**config.mk**
```make
export PLATFORM = sky130hd
export DESIGN_NAME = smsp_top
export DESIGN_NICKNAME = d
export VERILOG_FILES = /design/src/logic/smsp_top.v /design/src/logic/smsp_rate_gen.v
export VERILOG_INCLUDE_DIRS = /design/src /design/src/logic
export SDC_FILE = /design/constraint.sdc
export NUM_CORES = 1
export LEC_CHECK = 0
export BUFFER_PORTS_ARGS = -buffer_cell sky130_fd_sc_hd__buf_4
export CAP_MARGIN = 20
export CORE_ASPECT_RATIO = 1.5
export CORE_MARGIN = 2
export CORE_UTILIZATION = 45
export DETAILED_ROUTE_END_ITERATION = 12
export PLACE_DENSITY = 0.7
export SYNTH_ARGS = -nofsm -noshare
export SYNTH_HDL_FRONTEND = slang
export SYNTH_HIERARCHICAL = 1
export SYNTH_SLANG_ARGS = --single-unit
```
**constraint.sdc**
```tcl
create_clock -name aclk -period 2.67 [get_ports aclk]
set_input_delay 0.267 -clock aclk [delete_from_list [all_inputs] [get_ports aclk]]
set_output_delay 0.267 -clock aclk [all_outputs]
set_load 0.02 [all_outputs]
```
**src/logic/smsp_map.vh**
```
// Function
// - Slave select is always input as slave; low activates port; MISO drives only if configured.
// - Slave select high makes slave passive, resets bit counter, drops partial byte.
// - Master with slave select as output: pin is plain output, port ignores it.
// - Master with slave select as input: low level clears master bit, becomes slave.
// - That forced exit from master mode also sets transfer-complete flag.
// - Control bit 7 enables interrupt; request needs it, flag and global enable.
// - Control bit 6 enables the port; no serial operation without it.
// - Control bit 5 set shifts least significant bit first, else most significant.
// - Control bit 4 selects master; hardware clears it on slave select conflict.
// - Control bit 3 sets clock idle level and thus leading edge direction.
// - Control bit 2 zero samples on leading edge; one samples on trailing edge.
// - Modes 0..3 from polarity and phase; output and sampling use opposite edges.
// - Master rate selects divide clock by 4, 16, 64, 128; no slave effect.
// - Status bit 0 doubles rate: divisors 2, 8, 32, 64.
// - Status bit 7 sets on every finished byte and on slave select conflict.
// - Flag clears on interrupt vector, or status read with flag then data access.
// - Status bit 6 sets on data write during transfer; clears only on status read with flag then data access, not on vector.
// - Status bits 5 to 1 always read zero.
// - Data write loads shift register and starts; data read returns receive buffer.
// - Master data write runs eight bits, stops clock, sets flag, keeps byte.
// - Transmit single buffered, receive double buffered; unread byte is overwritten.
// - Slave forces MOSI, SCK, select to input; master forces MISO to input.
`ifndef SMSP_MAP_VH
`define SMSP_MAP_VH

// ********************
// Register offsets
// ********************
`define SMSP_OFF_CTRL 4'h0
`define SMSP_OFF_STAT 4'h4
`define SMSP_OFF_DATA 4'h8
`define SMSP_OFF_PINS 4'hc

// ********************
// Decoded register codes
// ********************
`define SMSP_REG_CTRL 3'h0
`define SMSP_REG_STAT 3'h1
`define SMSP_REG_DATA 3'h2
`define SMSP_REG_PINS 3'h3
`define SMSP_REG_NONE 3'h7

// ********************
// Control fields
// ********************
`define SMSP_CTL_IRQ_EN 7
`define SMSP_CTL_EN 6
`define SMSP_CTL_LSB 5
`define SMSP_CTL_ROLE 4
`define SMSP_CTL_IDLE 3
`define SMSP_CTL_PHASE 2
`define SMSP_CTL_RATE_HI 1
`define SMSP_CTL_RATE_LO 0
`define SMSP_CTL_RESET 8'h00

// ********************
// Status fields
// ********************
`define SMSP_ST_DONE 7
`define SMSP_ST_COLL 6
`define SMSP_ST_DBL 0

// ********************
// Pin configuration fields
// ********************
`define SMSP_PIN_MOSI_OE 0
`define SMSP_PIN_MISO_OE 1
`define SMSP_PIN_SCK_OE 2
`define SMSP_PIN_SS_OE 3
`define SMSP_PIN_SS_LVL 4
`define SMSP_PIN_RESET 5'h10

// ********************
// Half SCK period in clocks, index {double, rate_hi, rate_lo}
// ********************
`define SMSP_HALF_0 6'h02
`define SMSP_HALF_1 6'h08
`define SMSP_HALF_2 6'h20
`define SMSP_HALF_3 6'h40
`define SMSP_HALF_4 6'h01
`define SMSP_HALF_5 6'h04
`define SMSP_HALF_6 6'h10
`define SMSP_HALF_7 6'h20

// ********************
// Bus responses and counts
// ********************
`define SMSP_RESP_OKAY 2'h0
`define SMSP_RESP_SLVERR 2'h2
`define SMSP_LAST_EDGE 4'hf

`endif

```
**src/logic/smsp_top.v**
```verilog
`timescale 1ns/1ps
`include "smsp_map.vh"

module smsp_top (
	input wire aclk,
	input wire aresetn,
	input wire [3:0] s_axi_awaddr,
	input wire s_axi_awvalid,
	output wire s_axi_awready,
	input wire [31:0] s_axi_wdata,
	input wire [3:0] s_axi_wstrb,
	input wire s_axi_wvalid,
	output wire s_axi_wready,
	output reg [1:0] s_axi_bresp,
	output reg s_axi_bvalid,
	input wire s_axi_bready,
	input wire [3:0] s_axi_araddr,
	input wire s_axi_arvalid,
	output wire s_axi_arready,
	output reg [31:0] s_axi_rdata,
	output reg [1:0] s_axi_rresp,
	output reg s_axi_rvalid,
	input wire s_axi_rready,
	input wire cpu_irq_global_en,
	input wire irq_vector_ack,
	output wire xfer_irq,
	input wire sck_in,
	output reg sck_out,
	output wire sck_oe,
	input wire mosi_in,
	output wire mosi_out,
	output wire mosi_oe,
	input wire miso_in,
	output wire miso_out,
	output wire miso_oe,
	input wire ss_n_in,
	output wire ss_n_out,
	output wire ss_n_oe
);

	// ********************
	// Functions
	// ********************

	// Address to register code, shared by read and write paths
	function [2:0] reg_code;
		input [3:0] addr;
		begin
			case (addr)
				`SMSP_OFF_CTRL: reg_code = `SMSP_REG_CTRL;
				`SMSP_OFF_STAT: reg_code = `SMSP_REG_STAT;
				`SMSP_OFF_DATA: reg_code = `SMSP_REG_DATA;
				`SMSP_OFF_PINS: reg_code = `SMSP_REG_PINS;
				default: reg_code = `SMSP_REG_NONE;
			endcase
		end
	endfunction

	// Shift one received bit in at the end opposite to the outgoing bit
	function [7:0] shift_in;
		input [7:0] sh;
		input bit_in;
		input lsb_first;
		begin
			if (lsb_first)
				shift_in = {bit_in, sh[7:1]};
			else
				shift_in = {sh[6:0], bit_in};
		end
	endfunction

	// ********************
	// State
	// ********************
	reg [7:0] ctrl;
	reg dbl;
	reg xfer_done_flag;
	reg write_collision_flag;
	reg arm_clear;
	reg [4:0] pins;
	reg [7:0] shreg;
	reg [7:0] rx_buf;
	reg rx_bit;
	reg [3:0] edge_cnt;
	reg m_active;
	reg sck_prev;
	reg aw_hold;
	reg [3:0] aw_addr_q;
	reg w_hold;
	reg [31:0] w_data_q;
	reg [3:0] w_strb_q;
	reg [7:0] next_rx;
	reg done;
	wire m_tick;

	// ********************
	// Mode decode
	// ********************
	wire enabled = ctrl[`SMSP_CTL_EN];
	wire master = ctrl[`SMSP_CTL_ROLE];
	wire clock_idle_level = ctrl[`SMSP_CTL_IDLE];
	wire clock_phase_select = ctrl[`SMSP_CTL_PHASE];
	wire lsb_first = ctrl[`SMSP_CTL_LSB];
	wire ss_is_out = pins[`SMSP_PIN_SS_OE];

	// Select low while master with select as input means another master took the bus
	wire ss_conflict = enabled & master & ~ss_is_out & ~ss_n_in;
	wire slave_sel = enabled & ~master & ~ss_n_in;

	// SCK is only sampled as data here, never used as a clock; peer must stay at or below a quarter rate
	wire s_edge = slave_sel & (sck_in != sck_prev);
	wire ev = (m_active & m_tick) | s_edge;
	wire leading = ~edge_cnt[0];
	wire sample_ev = ev & (leading ^ clock_phase_select);
	wire setup_ev = ev & ~(leading ^ clock_phase_select);
	wire last_edge = (edge_cnt == `SMSP_LAST_EDGE);
	wire rx_pin = master ? miso_in : mosi_in;
	wire busy = m_active | (slave_sel & (edge_cnt != 4'h0));

	// ********************
	// Bus decode
	// ********************
	wire wr_do = aw_hold & w_hold & ~s_axi_bvalid;
	wire [2:0] wr_code = reg_code(aw_addr_q);
	wire wr_lane = w_strb_q[0];
	wire rd_do = s_axi_arvalid & s_axi_arready;
	wire [2:0] rd_code = reg_code(s_axi_araddr);
	wire data_wr = wr_do & (wr_code == `SMSP_REG_DATA) & wr_lane;
	wire data_acc = data_wr | (rd_do & (rd_code == `SMSP_REG_DATA));
	wire collide = data_wr & busy;
	wire load = data_wr & ~busy;

	assign s_axi_awready = ~aw_hold & ~s_axi_bvalid;
	assign s_axi_wready = ~w_hold & ~s_axi_bvalid;
	assign s_axi_arready = ~s_axi_rvalid;

	// ********************
	// Master bit clock
	// ********************
	smsp_rate_gen u_rate (
		.aclk(aclk),
		.aresetn(aresetn),
		.run(m_active),
		.sel({dbl, ctrl[`SMSP_CTL_RATE_HI], ctrl[`SMSP_CTL_RATE_LO]}),
		.tick(m_tick)
	);

	// ********************
	// Pin drive
	// ********************

	// Data out is the edge bit of the shift register; both ends see the same bit
	wire out_bit = lsb_first ? shreg[0] : shreg[7];
	assign mosi_out = out_bit;
	assign miso_out = out_bit;
	// Slave forces MOSI, SCK, select to input; master forces MISO to input
	assign mosi_oe = enabled & master & pins[`SMSP_PIN_MOSI_OE];
	assign sck_oe = enabled & master & pins[`SMSP_PIN_SCK_OE];
	assign miso_oe = slave_sel & pins[`SMSP_PIN_MISO_OE];
	// Select stays a plain output only while master
	assign ss_n_oe = enabled & master & ss_is_out;
	assign ss_n_out = pins[`SMSP_PIN_SS_LVL];
	assign xfer_irq = ctrl[`SMSP_CTL_IRQ_EN] & xfer_done_flag & cpu_irq_global_en;

	// ********************
	// Byte completion decode
	// ********************
	always @* begin
		next_rx = shreg;
		done = 1'b0;
		if (sample_ev & last_edge) begin
			next_rx = shift_in(shreg, rx_pin, lsb_first);
			done = 1'b1;
		end else if (setup_ev & last_edge) begin
			next_rx = shift_in(shreg, rx_bit, lsb_first);
			done = 1'b1;
		end
	end

	// ********************
	// Shift engine
	// ********************

	// Sample edges latch the pin, setup edges shift it in; with clock_phase_select set, the last edge captures and shifts at once
	always @(posedge aclk) begin
		if (!aresetn) begin
			shreg <= 8'h00;
			rx_buf <= 8'h00;
			rx_bit <= 1'b0;
			edge_cnt <= 4'h0;
			m_active <= 1'b0;
			sck_out <= 1'b0;
			sck_prev <= 1'b0;
		end else begin
			sck_prev <= sck_in;
			if (!m_active)
				sck_out <= clock_idle_level;
			else if (m_tick)
				sck_out <= ~sck_out;
			if (ss_conflict) begin
				m_active <= 1'b0;
				edge_cnt <= 4'h0;
			end else if (!m_active && !slave_sel) begin
				edge_cnt <= 4'h0;
				if (load) begin
					shreg <= s_axi_wdata_byte(w_data_q);
					m_active <= enabled & master;
				end
			end else if (load) begin
				shreg <= s_axi_wdata_byte(w_data_q);
			end else if (ev) begin
				edge_cnt <= edge_cnt + 4'h1;
				if (sample_ev)
					rx_bit <= rx_pin;
				if (done) begin
					shreg <= next_rx;
					rx_buf <= next_rx;
					m_active <= 1'b0;
				end else if (setup_ev && edge_cnt != 4'h0) begin
					shreg <= shift_in(shreg, rx_bit, lsb_first);
				end
			end
		end
	end

	// Low byte of the bus word carries the data register
	function [7:0] s_axi_wdata_byte;
		input [31:0] d;
		begin
			s_axi_wdata_byte = d[7:0];
		end
	endfunction

	// ********************
	// Flags
	// ********************

	// A new event in the clearing cycle wins over the clear
	always @(posedge aclk) begin
		if (!aresetn) begin
			xfer_done_flag <= 1'b0;
			write_collision_flag <= 1'b0;
			arm_clear <= 1'b0;
		end else begin
			if (done || ss_conflict)
				xfer_done_flag <= 1'b1;
			else if (irq_vector_ack || (data_acc && arm_clear))
				xfer_done_flag <= 1'b0;
			if (collide)
				write_collision_flag <= 1'b1;
			else if (data_acc && arm_clear)
				write_collision_flag <= 1'b0;
			// Status read with a flag up arms the clear; the data access fires it
			if (rd_do && rd_code == `SMSP_REG_STAT)
				arm_clear <= xfer_done_flag | write_collision_flag;
			else if (data_acc)
				arm_clear <= 1'b0;
		end
	end

	// ********************
	// Control and configuration registers
	// ********************
	always @(posedge aclk) begin
		if (!aresetn) begin
			ctrl <= `SMSP_CTL_RESET;
			dbl <= 1'b0;
			pins <= `SMSP_PIN_RESET;
		end else begin
			if (wr_do && wr_lane) begin
				if (wr_code == `SMSP_REG_CTRL)
					ctrl <= w_data_q[7:0];
				if (wr_code == `SMSP_REG_STAT)
					dbl <= w_data_q[`SMSP_ST_DBL];
				if (wr_code == `SMSP_REG_PINS)
					pins <= w_data_q[4:0];
			end
			// Hardware clear beats a same-cycle software write; only software sets it again
			if (ss_conflict)
				ctrl[`SMSP_CTL_ROLE] <= 1'b0;
		end
	end

	// ********************
	// AXI4-Lite write channel
	// ********************

	// Address and data are held separately so either may arrive first
	always @(posedge aclk) begin
		if (!aresetn) begin
			aw_hold <= 1'b0;
			aw_addr_q <= 4'h0;
			w_hold <= 1'b0;
			w_data_q <= 32'h00000000;
			w_strb_q <= 4'h0;
			s_axi_bvalid <= 1'b0;
			s_axi_bresp <= `SMSP_RESP_OKAY;
		end else begin
			if (s_axi_awvalid && s_axi_awready) begin
				aw_hold <= 1'b1;
				aw_addr_q <= s_axi_awaddr;
			end
			if (s_axi_wvalid && s_axi_wready) begin
				w_hold <= 1'b1;
				w_data_q <= s_axi_wdata;
				w_strb_q <= s_axi_wstrb;
			end
			if (wr_do) begin
				aw_hold <= 1'b0;
				w_hold <= 1'b0;
				s_axi_bvalid <= 1'b1;
				s_axi_bresp <= (wr_code == `SMSP_REG_NONE) ? `SMSP_RESP_SLVERR : `SMSP_RESP_OKAY;
			end else if (s_axi_bvalid && s_axi_bready) begin
				s_axi_bvalid <= 1'b0;
			end
		end
	end

	// ********************
	// AXI4-Lite read channel
	// ********************

	// Reserved status bits and unmapped reads give zero
	always @(posedge aclk) begin
		if (!aresetn) begin
			s_axi_rvalid <= 1'b0;
			s_axi_rdata <= 32'h00000000;
			s_axi_rresp <= `SMSP_RESP_OKAY;
		end else if (rd_do) begin
			s_axi_rvalid <= 1'b1;
			s_axi_rresp <= `SMSP_RESP_OKAY;
			case (rd_code)
				`SMSP_REG_CTRL: s_axi_rdata <= {24'h000000, ctrl};
				`SMSP_REG_STAT: s_axi_rdata <= {24'h000000, xfer_done_flag, write_collision_flag, 5'h00, dbl};
				`SMSP_REG_DATA: s_axi_rdata <= {24'h000000, rx_buf};
				`SMSP_REG_PINS: s_axi_rdata <= {27'h0000000, pins};
				default: begin
					s_axi_rdata <= 32'h00000000;
					s_axi_rresp <= `SMSP_RESP_SLVERR;
				end
			endcase
		end else if (s_axi_rready) begin
			s_axi_rvalid <= 1'b0;
		end
	end

endmodule

```
**src/logic/smsp_rate_gen.v**
```verilog
`timescale 1ns/1ps
`include "smsp_map.vh"

module smsp_rate_gen (
	input wire aclk,
	input wire aresetn,
	input wire run,
	input wire [2:0] sel,
	output reg tick
);

	reg [5:0] cnt;
	reg [5:0] half;

	// Half period lookup; double speed halves every divisor
	always @* begin
		case (sel)
			3'h0: half = `SMSP_HALF_0;
			3'h1: half = `SMSP_HALF_1;
			3'h2: half = `SMSP_HALF_2;
			3'h3: half = `SMSP_HALF_3;
			3'h4: half = `SMSP_HALF_4;
			3'h5: half = `SMSP_HALF_5;
			3'h6: half = `SMSP_HALF_6;
			default: half = `SMSP_HALF_7;
		endcase
	end

	// One pulse per half SCK period; counter restarts from zero on each run
	always @(posedge aclk) begin
		if (!aresetn) begin
			cnt <= 6'h00;
			tick <= 1'b0;
		end else if (!run) begin
			cnt <= 6'h00;
			tick <= 1'b0;
		end else if (cnt == half - 6'h01) begin
			cnt <= 6'h00;
			tick <= 1'b1;
		end else begin
			cnt <= cnt + 6'h01;
			tick <= 1'b0;
		end
	end

endmodule

```
==> results_dict.tcl <==
set metrics [dict create \
    ys.flop_type "dfxtp_1" \
    synth_cell_type_count 59 \
    viasPerCell 5.57 \
    nets 574 \
    maxCapViolCount 0 \
    globalRouteTotalUtil 0.222 \
    fmax_mhz 436 \
    period_needed_ns 2.29 \
    nFillCells 818 \
    yosysMostFrequentCell "dfxtp_1" \
    htreeDepth 3 \
    antenna_found_initial 0 \
    synth_top_area_cell "dfxtp_1" \
    drcViolationCount 0 \
    power.density_nw_per_um2 553 \
    wirelength_um 10000 \
    wire_per_inst_um 16.0 \
    final_hold_viol_count 0 \
    gr-total-overflow 0 \
    core-area_um2 8720 \
    relSlewSlack 0.523 \
    clock_latency_ns 0.34 \
    multiInputGateArea_um2 2210 \
    final-setup-viol-count 0 \
    peakVddDrop_uv 331 \
    cp.arrival_ns 2.51 \
    ant_nets 0 \
    netlist_area_um2 3980 \
    cts_setup_buffers 0 \
    ys_warn_count 6 \
    hold_slack_ns 0.111 \
    antennaDiodeCount 0 \
    synth-seq-cells 75 \
    clock_sinks 75 \
    drt_iter0_drc 172 \
    status "complete, no violations" \
    clkSlewWorstSetupHoldPaths_ns 0.06 \
    fin_worst_skew_ns 0.00636 \
    cp-start-kind "register" \
    syn_avg_cell_area_um2 8.69 \
    dieArea_um2 9630 \
    place.gp.congestion 0.872 \
    timing.final.crit_share 0.859 \
    grt_pass1_vias 3321 \
    area_growth_pct 18.9 \
    grt_pass1_wl_um 16300 \
    crit_path_end_kind "register" \
    cts_tree "built" \
    critPathMaxFanout 8 \
    fin_setup_tns_ns 0 \
    fp.dieH_um 119 \
    fin_util 0.542 \
    dp_hpwl_um 7550 \
    post-synth-top-area-fraction 0.377 \
    clock_path_buffers 2 \
    die_w_um 80.8 \
    drive_above_1_share 0.210 \
    vias 3497 \
    clockRootBuffer "clkbuf_16" \
    drv_slew 0 \
    path_class "register to register" \
    grt_setup_unrepaired "no" \
    cts_resized 0 \
    netlist_top_cells_area "dfxtp_1, mux2i_1, buf_4" \
    hold_buffers 0 \
    worst_pin_slew_ns 0.714 \
    synth-seq-area-share 0.377 \
    grt_max_degree 34 \
    synthCells 458 \
    synth_edf_count 0 \
    synth_common_cells "dfxtp_1, nor2_1, nand2_1" \
    port-buffer-count 53 \
    num_rows 42 \
    detailed_place.area_um2 4410 \
    regArea_um2 1500 \
    holdPathStages 2 \
    hold_path.class "input pin to register" \
    rr_worst_depth 8 \
    numCtsBuffers 9 \
    power_leakage_nw 1.80 \
    synthArstFlopShare 0 \
    crit_required_ns 2.89 \
    first_pass_iters 4 \
    start_util 0.456 \
    io_pins 107 \
    final_area_um2 4730 \
]
-- stage by stage --
step	power, mW	setup WS, ns	std cells
after global placement	1.39	0.273	611
after CTS	2.64	0.145	627
after global routing	2.72	0.288	628
final	2.62	0.377	628
after detailed placement	1.39	0.180	611
after floorplan	1.34	0.477	483
-- routing by layer --
layer,share of wire,GRT usage
met5,0,0
met4,0.044,0.119
met3,0.055,0.0477
met2,0.52,0.386
met1,0.38,0.246
-- power breakdown --
group          internal (mW)  switching (mW)  leakage [nW]
Sequential              1.14          0.0260         0.608
Combinational         0.0745           0.123          1.04
Clock                  0.777           0.474         0.152
Total                   1.99           0.623          1.80
-- path summary, 6_finish.rpt --
| check | from | to | slack [ns] |
|---|---|---|---|
| worst max-delay path | edge_cnt[1] | shreg[3] | 0.38 |
| worst min-delay path | s_axi_rready | s_axi_rvalid | 0.11 |
| worst max register to register | edge_cnt[1] | shreg[3] | 0.38 |
| worst min register to register | w_strb_q[0] | w_strb_q[0] | 0.45 |
-- area by class of cell --
type / instances / share of cell area
multi-input combinational: 347 / 0.468
timing repair buffer: 71 / 0.112
tap: 110 / 0.0291
sequential: 75 / 0.317
clock buffer: 11 / 0.0534
inverter: 9 / 0.00714
clock inverter: 5 / 0.0127
-- logic make-up (layout without fill, tap and decap cells) --
| group | Yosys count | after routing | synth area share |
|---|---|---|---|
| XOR/XNOR | 14 | 14 | 0.0308 |
| AO/OA/AOI/OAI | 108 | 108 | 0.186 |
| AND/OR/NAND/NOR | 158 | 158 | 0.203 |
| multiplexers | 37 | 37 | 0.0984 |
| buffers and inverters | 61 | 96 | 0.0915 |
| adder cells (fa/ha/maj) | 4 | 4 | 0.0126 |
| other | 1 | 26 | 0.000942 |
| flip-flops | 75 | 75 | 0.377 |
-- critical path, stage by stage, from the launching register on --
cell and delay (ns):
dfxtp_1 0.34, inv_1 0.06, ha_1 0.15, or4b_1 0.45, buf_4 0.17, or4_4 0.48
and2_4 0.23, o2111ai_1 0.20, a21oi_1 0.09
-- placed cells by master, fill, tap and decap left out, drive strengths merged, types with 3 or more instances in the layout --
cell type and instances:
nor2 48, buf 71, mux2i 29, clkbuf 11
conb 26, a22o 5, a22oi 10, and2 5
nand3b 4, mux2 7, nand3 20, inv 10
nand2 37, and3 7, xnor2 6, nor3 13
o21ai 20, a311oi 4, a21oi 36, a211oi 7
nand2b 3, xor2 8, o211ai 4, ha 4
dfxtp 75, nor2b 5, o2111ai 12
-- sequential cells by signal (all words and copies together) (netlist names), 4 cells and up --
| register | flops |
|---|---|
| edge_cnt | 4 |
| w_data_q | 8 |
| ctrl | 8 |
| s_axi_rdata | 8 |
| shreg | 8 |
| pins | 5 |
| aw_addr_q | 4 |
| u_rate/cnt | 6 |
| rx_buf | 8 |
Note: power is estimated with default switching activity, not from simulation.
